===== config.mk =====
export PLATFORM = sky130hd
export DESIGN_NAME = cmdp_top
export DESIGN_NICKNAME = d
export VERILOG_FILES = /design/src/cmdp_pkg.sv /design/src/cmdp_par_if.sv /design/src/cmdp_parity.sv /design/src/cmdp_top.sv
export SDC_FILE = /design/constraint.sdc
export NUM_CORES = 1
export LEC_CHECK = 0
export BUFFER_PORTS_ARGS = -buffer_cell sky130_fd_sc_hd__buf_2
export CAP_MARGIN = 10
export CORE_MARGIN = 4
export CORE_UTILIZATION = 30
export DETAILED_ROUTE_END_ITERATION = 16
export HOLD_SLACK_MARGIN = 0.08
export PLACE_DENSITY = 0.59
export SLEW_MARGIN = 0
export SYNTH_ARGS = -nofsm -noshare
export SYNTH_HDL_FRONTEND = slang
export SYNTH_SLANG_ARGS = --single-unit
export TNS_END_PERCENT = 50

===== constraint.sdc =====
create_clock -name clk_sys_i -period 2.6 [get_ports clk_sys_i]
set_input_delay 0.52 -clock clk_sys_i [delete_from_list [all_inputs] [get_ports clk_sys_i]]
set_output_delay 0.52 -clock clk_sys_i [all_outputs]
set_load 0.1 [all_outputs]

===== src/cmdp_pkg.sv =====
// Shared constants, register map and types of the core memory data path
package cmdp_pkg;

    // Word layout
    localparam int DATA_W    = 16;
    localparam int WORD_W    = 17;
    localparam int PARITY_IX = 16;
    localparam int NUM_MOD   = 3;
    localparam int MOD_SEL_W = 2;

    // Timing: half-cycle lengths in ns and derived clock counts (least times round up)
    localparam int CLK_PERIOD_NS  = 20;
    localparam int READ_HALF_NS   = 400;
    localparam int WRITE_HALF_NS  = 400;
    localparam int READ_HALF_CYC  = (READ_HALF_NS + CLK_PERIOD_NS - 1) / CLK_PERIOD_NS;
    localparam int WRITE_HALF_CYC = (WRITE_HALF_NS + CLK_PERIOD_NS - 1) / CLK_PERIOD_NS;
    localparam int CNT_W          = 8;
    localparam logic [CNT_W-1:0] READ_LAST  = CNT_W'(READ_HALF_CYC - 1);
    localparam logic [CNT_W-1:0] WRITE_LAST = CNT_W'(WRITE_HALF_CYC - 1);

    // Register bus
    localparam int REG_ADDR_W = 4;
    localparam int REG_DATA_W = 32;
    localparam logic [REG_ADDR_W-1:0] REG_CTRL      = 4'h0;
    localparam logic [REG_ADDR_W-1:0] REG_LOADER    = 4'h4;
    localparam logic [REG_ADDR_W-1:0] REG_STATUS    = 4'h8;
    localparam logic [REG_ADDR_W-1:0] REG_LAST_READ = 4'hc;

    // Field positions and reset values
    localparam int CTRL_CHK_EN_BIT   = 0;
    localparam int STATUS_PERR_BIT   = 0;
    localparam int STATUS_BUSY_BIT   = 1;
    localparam int STATUS_LIVE_BIT   = 2;
    localparam int STATUS_STATE_LSB  = 4;
    localparam logic       CTRL_CHK_EN_RESET = 1'b1;
    localparam logic [15:0] WORD_RESET       = 16'h0000;

    typedef enum logic [1:0] {
        ST_IDLE  = 2'b00,
        ST_READ  = 2'b01,
        ST_WRITE = 2'b10
    } cmdp_state_type;

    typedef enum logic [1:0] {
        OP_DATA_READ  = 2'b00,
        OP_DATA_WRITE = 2'b01,
        OP_INST_FETCH = 2'b10
    } cmdp_op_type;

endpackage


===== src/cmdp_par_if.sv =====
// Interface between the data path and its parity generator / checker
`timescale 1ns/1ps
interface cmdp_par_if;
    import cmdp_pkg::*;
    logic [DATA_W-1:0] gen_word;     // Word headed for the core modules
    logic              gen_odd_bit;  // Bit that makes the stored word odd
    logic [WORD_W-1:0] chk_word;     // Word returned from a module
    logic              chk_fail;     // Returned word has even weight

    modport parity (input gen_word, input chk_word, output gen_odd_bit, output chk_fail);
    modport user   (output gen_word, output chk_word, input gen_odd_bit, input chk_fail);
endinterface


===== src/cmdp_parity.sv =====
// Odd parity generator for writes and checker for reads
`timescale 1ns/1ps
module cmdp_parity (
    cmdp_par_if.parity par    // Parity words and results
);
    import cmdp_pkg::*;

    // Two XOR trees; an even data weight yields a one so the total stays odd
    assign par.gen_odd_bit = ~(^par.gen_word);
    // A correct word has odd weight over all seventeen lines
    assign par.chk_fail    = ~(^par.chk_word);
endmodule


===== src/cmdp_top.sv =====
// Processor side data path to the core memory modules
//
// The implementer's own choices: the plain strobed port and the register addresses.
`timescale 1ns/1ps
module cmdp_top (
    input  wire logic                             clk_sys_i,              // 50 MHz clock
    input  wire logic                             srst_i,                 // Sync reset
    input  wire logic [cmdp_pkg::REG_ADDR_W-1:0]  reg_addr_i,             // Register byte address
    input  wire logic [cmdp_pkg::REG_DATA_W-1:0]  reg_wdata_i,            // Write data
    input  wire logic                             reg_wr_i,               // Write strobe
    input  wire logic                             reg_rd_i,               // Read strobe
    output logic      [cmdp_pkg::REG_DATA_W-1:0]  reg_rdata_o,            // Read data, next cycle
    input  wire logic                             cycle_start_i,          // Start memory cycle
    input  wire logic                             data_read_op_i,         // Data read
    input  wire logic                             data_write_op_i,        // Data write
    input  wire logic                             instruction_fetch_op_i, // Microinstruction read
    input  wire logic [cmdp_pkg::MOD_SEL_W-1:0]   module_sel_i,           // Decoded module index
    output logic                                  busy_o,                 // Cycle in progress
    input  wire logic [cmdp_pkg::DATA_W-1:0]      memory_info_reg_i,      // Processor write word
    input  wire logic                             loader_write_select_i,  // Loader owns writes
    input  wire logic                             loader_shift_en_i,      // Shift one loader bit
    input  wire logic                             loader_shift_bit_i,     // Serial loader bit
    input  wire logic                             bus_exchange_instr_i,   // Bus exchange active
    input  wire logic [cmdp_pkg::DATA_W-1:0]      external_bus_n_i,       // Bus level, active low
    output logic      [cmdp_pkg::DATA_W-1:0]      external_bus_n_o,       // Bus drive, active low
    output logic                                  external_bus_oe_o,      // Bus drive enable
    output logic                                  read_data_bus_gate_o,   // Read data on bus
    output logic      [cmdp_pkg::DATA_W-1:0]      shared_write_data_o,    // Shared data lines
    output logic                                  write_parity_bit_o,     // Bit seventeen
    output logic      [cmdp_pkg::NUM_MOD-1:0]     module_write_strobe_o,  // Per module, high
    output logic      [cmdp_pkg::NUM_MOD-1:0]     data_out_strobe_n_o,    // Per module, low
    input  wire logic [cmdp_pkg::WORD_W-1:0]      return_data_line_i,     // From modules
    output logic                                  read_latch_clock_n_o,   // Latch pulse, low
    output logic                                  read_parity_error_o,    // Last check failed
    output logic      [cmdp_pkg::DATA_W-1:0]      mpm_data_o,             // Microprogram lines
    output logic                                  mpm_valid_o             // Fetch word pulse
);
    import cmdp_pkg::*;

    cmdp_par_if par ();

    cmdp_parity u_parity (
        .par (par.parity)
    );

    cmdp_state_type          state_q, state_d;
    cmdp_op_type             op_q, op_d;
    logic [NUM_MOD-1:0]      mod_q, mod_d;
    logic [CNT_W-1:0]        cnt_q, cnt_d;
    logic [NUM_MOD-1:0]      dos_n_q, dos_n_d;
    logic [NUM_MOD-1:0]      wstb_q, wstb_d;
    logic [DATA_W-1:0]       wdata_q, wdata_d;
    logic                    wpar_q, wpar_d;
    logic                    latch_clk_n_q, latch_clk_n_d;
    logic [DATA_W-1:0]       latch_q, latch_d;
    logic [DATA_W-1:0]       mpm_q, mpm_d;
    logic                    mpm_vld_q, mpm_vld_d;
    logic                    perr_q, perr_d;
    logic                    check_now;
    logic [DATA_W-1:0]       write_src;

    logic [WORD_W-1:0]       ret_meta_q, ret_sync_q;
    logic [DATA_W-1:0]       ext_meta_q, ext_sync_q;

    logic                    chk_en_q, chk_en_d;
    logic                    sticky_q, sticky_d;
    logic [DATA_W-1:0]       shift_q, shift_d;
    logic [REG_DATA_W-1:0]   rdata_q, rdata_d;

    // Pins from the modules and the bus cross two flops before any logic looks at them
    always_ff @(posedge clk_sys_i) begin
        if (srst_i) begin
            ret_meta_q <= '0;
            ret_sync_q <= '0;
            ext_meta_q <= '1;
            ext_sync_q <= '1;
        end else begin
            ret_meta_q <= return_data_line_i;
            ret_sync_q <= ret_meta_q;
            ext_meta_q <= external_bus_n_i;
            ext_sync_q <= ext_meta_q;
        end
    end

    // Write source: loader bus word or processor information register word
    always_comb begin
        if (loader_write_select_i) begin
            write_src = ~ext_sync_q;
        end else begin
            write_src = ~(~memory_info_reg_i);
        end
    end

    assign par.gen_word = write_src;
    assign par.chk_word = ret_sync_q;
    // Check on the last read-half cycle, while the strobe still holds the lines
    assign check_now    = (state_q == ST_READ) && (cnt_q == '0) && (op_q != OP_DATA_WRITE);

    // Memory cycle sequencer: read half, then write half
    always_comb begin
        state_d       = state_q;
        op_d          = op_q;
        mod_d         = mod_q;
        cnt_d         = cnt_q;
        dos_n_d       = dos_n_q;
        wstb_d        = wstb_q;
        wdata_d       = wdata_q;
        wpar_d        = wpar_q;
        latch_clk_n_d = 1'b1;
        latch_d       = latch_q;
        mpm_d         = mpm_q;
        mpm_vld_d     = 1'b0;
        perr_d        = perr_q;
        case (state_q)
            ST_IDLE: begin
                if (cycle_start_i) begin
                    if (data_write_op_i || loader_write_select_i) begin
                        op_d = OP_DATA_WRITE;
                    end else if (instruction_fetch_op_i) begin
                        op_d = OP_INST_FETCH;
                    end else begin
                        op_d = OP_DATA_READ;
                    end
                    mod_d   = '0;
                    mod_d[module_sel_i] = 1'b1;
                    cnt_d   = READ_LAST;
                    state_d = ST_READ;
                    // A write discards the old word, so no module is asked to drive it
                    if (!(data_write_op_i || loader_write_select_i)) begin
                        dos_n_d = '1;
                        dos_n_d[module_sel_i] = 1'b0;
                    end
                end
            end
            ST_READ: begin
                if (cnt_q == '0) begin
                    dos_n_d = '1;
                    cnt_d   = WRITE_LAST;
                    state_d = ST_WRITE;
                    if (op_q == OP_DATA_WRITE) begin
                        // Word and parity frozen here so they stay put under the strobe
                        wdata_d = write_src;
                        wpar_d  = par.gen_odd_bit;
                        wstb_d  = mod_q;
                    end
                    if (op_q == OP_DATA_READ) begin
                        latch_clk_n_d = 1'b0;
                        latch_d       = ret_sync_q[DATA_W-1:0];
                    end
                    if (op_q == OP_INST_FETCH) begin
                        mpm_d     = ret_sync_q[DATA_W-1:0];
                        mpm_vld_d = 1'b1;
                    end
                    if (check_now) begin
                        perr_d = par.chk_fail && chk_en_q;
                    end
                end else begin
                    cnt_d = cnt_q - CNT_W'(1);
                end
            end
            ST_WRITE: begin
                // Reads need no strobe here: the module restores from its own buffer
                if (cnt_q == '0) begin
                    wstb_d  = '0;
                    state_d = ST_IDLE;
                end else begin
                    cnt_d = cnt_q - CNT_W'(1);
                end
            end
            default: begin
                state_d = ST_IDLE;
                dos_n_d = '1;
                wstb_d  = '0;
            end
        endcase
    end

    always_ff @(posedge clk_sys_i) begin
        if (srst_i) begin
            state_q       <= ST_IDLE;
            op_q          <= OP_DATA_READ;
            mod_q         <= '0;
            cnt_q         <= '0;
            dos_n_q       <= '1;
            wstb_q        <= '0;
            wdata_q       <= WORD_RESET;
            wpar_q        <= 1'b1;
            latch_clk_n_q <= 1'b1;
            latch_q       <= WORD_RESET;
            mpm_q         <= WORD_RESET;
            mpm_vld_q     <= 1'b0;
            perr_q        <= 1'b0;
        end else begin
            state_q       <= state_d;
            op_q          <= op_d;
            mod_q         <= mod_d;
            cnt_q         <= cnt_d;
            dos_n_q       <= dos_n_d;
            wstb_q        <= wstb_d;
            wdata_q       <= wdata_d;
            wpar_q        <= wpar_d;
            latch_clk_n_q <= latch_clk_n_d;
            latch_q       <= latch_d;
            mpm_q         <= mpm_d;
            mpm_vld_q     <= mpm_vld_d;
            perr_q        <= perr_d;
        end
    end

    // Register file, loader shift register and sticky parity flag
    always_comb begin
        chk_en_d = chk_en_q;
        sticky_d = sticky_q;
        shift_d  = shift_q;
        rdata_d  = '0;
        if (reg_wr_i && reg_addr_i == REG_CTRL) begin
            chk_en_d = reg_wdata_i[CTRL_CHK_EN_BIT];
        end
        if (reg_wr_i && reg_addr_i == REG_LOADER) begin
            shift_d = reg_wdata_i[DATA_W-1:0];
        end else if (loader_shift_en_i) begin
            shift_d = {shift_q[DATA_W-2:0], loader_shift_bit_i};
        end
        if (reg_wr_i && reg_addr_i == REG_STATUS && reg_wdata_i[STATUS_PERR_BIT]) begin
            sticky_d = 1'b0;
        end
        // A failing check in the clearing cycle still leaves the flag set
        if (check_now && par.chk_fail && chk_en_q) begin
            sticky_d = 1'b1;
        end
        if (reg_rd_i) begin
            case (reg_addr_i)
                REG_CTRL: begin
                    rdata_d[CTRL_CHK_EN_BIT] = chk_en_q;
                end
                REG_LOADER: begin
                    rdata_d[DATA_W-1:0] = shift_q;
                end
                REG_STATUS: begin
                    rdata_d[STATUS_PERR_BIT] = sticky_q;
                    rdata_d[STATUS_BUSY_BIT] = (state_q != ST_IDLE);
                    rdata_d[STATUS_LIVE_BIT] = perr_q;
                    rdata_d[STATUS_STATE_LSB +: 2] = state_q;
                end
                REG_LAST_READ: begin
                    rdata_d[DATA_W-1:0] = latch_q;
                end
                default: begin
                    rdata_d = '0;
                end
            endcase
        end
    end

    always_ff @(posedge clk_sys_i) begin
        if (srst_i) begin
            chk_en_q <= CTRL_CHK_EN_RESET;
            sticky_q <= 1'b0;
            shift_q  <= WORD_RESET;
            rdata_q  <= '0;
        end else begin
            chk_en_q <= chk_en_d;
            sticky_q <= sticky_d;
            shift_q  <= shift_d;
            rdata_q  <= rdata_d;
        end
    end

    // Bus drive: the loader has priority, so a bus exchange cannot fight it
    assign read_data_bus_gate_o  = bus_exchange_instr_i && !loader_write_select_i;
    assign external_bus_oe_o     = loader_write_select_i || read_data_bus_gate_o;
    assign external_bus_n_o      = loader_write_select_i ? ~shift_q : ~latch_q;

    // Module facing and processor facing outputs
    assign shared_write_data_o   = wdata_q;
    assign write_parity_bit_o    = wpar_q;
    assign module_write_strobe_o = wstb_q;
    assign data_out_strobe_n_o   = dos_n_q;
    assign read_latch_clock_n_o  = latch_clk_n_q;
    assign read_parity_error_o   = perr_q;
    assign mpm_data_o            = mpm_q;
    assign mpm_valid_o           = mpm_vld_q;
    assign busy_o                = (state_q != ST_IDLE);
    assign reg_rdata_o           = rdata_q;

endmodule


==> flow_summary.yaml <==
synthesis:
  synthMostInstantiatedCell: "dfxtp_1"
  post_synth_num_cell_types: 43
  ys_seq_area_share_pct: 49.6
  synth_top_cell_by_area: "dfxtp_1"
  synth_area_um2: 6980
  netlist_top_cells_area: "dfxtp_1, mux2i_1, nand2_1"
  synth_edf_count: 0
  syn_inst: 747
  ys.flop_type: "dfxtp_1"
  synth_top_area_share_pct: 49.6
  synth_warnings: 0
  synth_seq_cells: 173
  synth_commonest_cells: "dfxtp_1, nand2_1, a21oi_1"
  ys_async_sr_fraction_pct: 0
  syn-mean-instance-area_um2: 9.34
clock_network:
  clock_sinks: 173
  max-clock-path-buffers: 2
  cts_buffers: 17
  htree_levels: 4
  insertion_delay_ns: 0.43
  cts_resized: 0
  path_clk_slew_ns: 0.07
  cts_root_buf: "clkbuf_16"
  post-cts-setup-buffers: 0
  cts_tree: "done"
  postCtsHoldBufs: 0
finish:
  diodes: 0
  seq_area_um2: 3460
  final_cell_area_um2: 8970
  area_growth_pct: 28.5
  drive_gt1_share_pct: 29.5
  nets: 994
  fin_util_pct: 39.4
  fillers: 2305
  multi_input_area_um2: 3310
run:
  maxCapViolations: 0
sta:
  clock_skew_ns: 0.0155
  whs_ns: 0.272
  rsz0062_at_grt: "false"
  slew_headroom_pct: 57.5
  fin_crit_sh_pct: 95.4
  max_freq_mhz: 403
  setup_slack_ns: 0.119
  setup_viol: 0
  tightest_slew_ns: 0.636
  setup_tns_ns: 0
  layout_min_cycle_time_ns: 2.48
  finalHoldViolCount: 0
  drv_slew: 0
floorplanning:
  die_area_um2: 25800
  start_util_pct: 30.6
  rows: 55
  io_pins: 192
  core-area_um2: 22800
  fp.dieH_um: 161
  die_width_um: 161
min_path:
  hold_path.class: "primary input to flop"
grt:
  antenna_found_initial: 3
  grt_pass1_vias: 5126
  grt_usage_pct: 13.2
  overflow: 0
  grt_pass1_wl_mm: 27.6
  grt_max_degree: 74
detailed_routing:
  drc: 0
  wl_per_cell_um: 14.0
  drtIter0Drc: 184
  avgViaCountPerCell: 4.40
  final_antenna_net_count: 0
  num_vias: 5342
  firstDrtPassIters: 4
  routed_wl_mm: 17.0
place:
  port_buffers: 158
  dpl.hpwl_mm: 12.6
  place_area_um2: 8370
  preCtsSetupSlack_ns: 0.363
  gp_congestion: 0.779
critical_path:
  reg2reg_slack_ns: 0.37
  critPathLaunchType: "flop"
  crit_path_max_fanout: 10
  path_class: "flop to output pin"
  crit_path_end_kind: "output pin"
  worstPathArrival_ns: 1.96
  required_ns: 2.08
pwr:
  ir_drop_mv: 0.369
  powerDensity_nw_per_um2: 774
  power.leakage_nw: 3.69
status:
  outcome: "complete, no violations"
-- sequential cells by signal (all words and copies together) (netlist names), 2 cells and up --
register / count
latch_q: 16
mod_q: 3
reg_rdata_o: 16
data_out_strobe_n_o: 3
mpm_data_o: 16
op_q: 2
par.chk_word: 17
ext_sync_q: 16
shared_write_data_o: 16
ret_meta_q: 17
ext_meta_q: 16
shift_q: 16
module_write_strobe_o: 3
state_q: 2
cnt_q: 8
-- final timing paths --
kind	start	endpoint	cells after the start
max	state_q[0]	busy_o	4
min	external_bus_n_i[6]	ext_meta_q[6]	2
max reg2reg	state_q[0]	cnt_q[3]	8
min reg2reg	ext_meta_q[1]	ext_sync_q[1]	1
-- routing by layer --
layer	GRT usage, %	vias up	wire length [um]
li1	-	2739	-
met1	17.9	2401	8040
met2	19.6	176	7370
met3	5.00	20	1340
met4	3.72	6	170
met5	0	-	36
-- layout by cell type (no fill, tap or decap), drive strengths merged --
| master | instances |
|---|---|
| a211oi | 23 |
| a21oi | 61 |
| a22oi | 16 |
| a311oi | 1 |
| and2 | 2 |
| and3 | 1 |
| buf | 168 |
| bufinv | 1 |
| clkbuf | 17 |
| clkinv | 5 |
| clkinvlp | 2 |
| conb | 16 |
| dfxtp | 173 |
| ha | 6 |
| inv | 17 |
| mux2 | 4 |
| mux2i | 50 |
| nand2 | 104 |
| nand2b | 10 |
| nand3 | 8 |
| nand3b | 2 |
| nor2 | 60 |
| nor2b | 40 |
| nor3 | 8 |
| nor3b | 1 |
| nor4b | 2 |
| o211ai | 11 |
| o21ai | 10 |
| o22ai | 2 |
| or2 | 34 |
| or3 | 3 |
| or4 | 1 |
| xnor2 | 22 |
| xnor3 | 1 |
| xor2 | 20 |
-- metrics by stage --
step,cells,total power [mW]
5_1_grt,1215,7.29
2_1_floorplan,762,4.16
6_report,1215,6.94
4_1_cts,1215,7.02
3_5_place_dp,1183,4.46
3_3_place_gp,1183,4.45
-- area by class of cell --
cell class,instances,area share (%)
clock buffer,17,4.74
clock inverter,15,1.92
inverter,10,0.418
multi-input combinational,519,36.9
sequential,173,38.6
tap,313,4.37
timing repair buffer,168,13.1
-- power breakdown --
group,switching (mW),internal [mW],total [mW]
registers,0.121,2.79,2.91
clock network,1.17,1.37,2.54
logic,0.984,0.503,1.49
-- critical path: stages, from the launching register on --
cell     delay (ns)
dfxtp_1        0.43
inv_1          0.11
ha_1           0.35
inv_1          0.20
buf_2          0.45
-- cells by family (layout without fill, tap and decap cells) --
family          after synthesis  after routing  synth area share, %
compound gates              124            124                 11.0
xor+xnor                     43             43                 5.59
mux                          54             54                 7.82
fa+ha+maj                     6              6                 1.08
simple gates                276            276                 19.6
other cells                   1             16               0.0537
flops                       173            173                 49.6
buf+inv                      70            210                 5.31
Note: power is estimated with default switching activity, not from simulation.
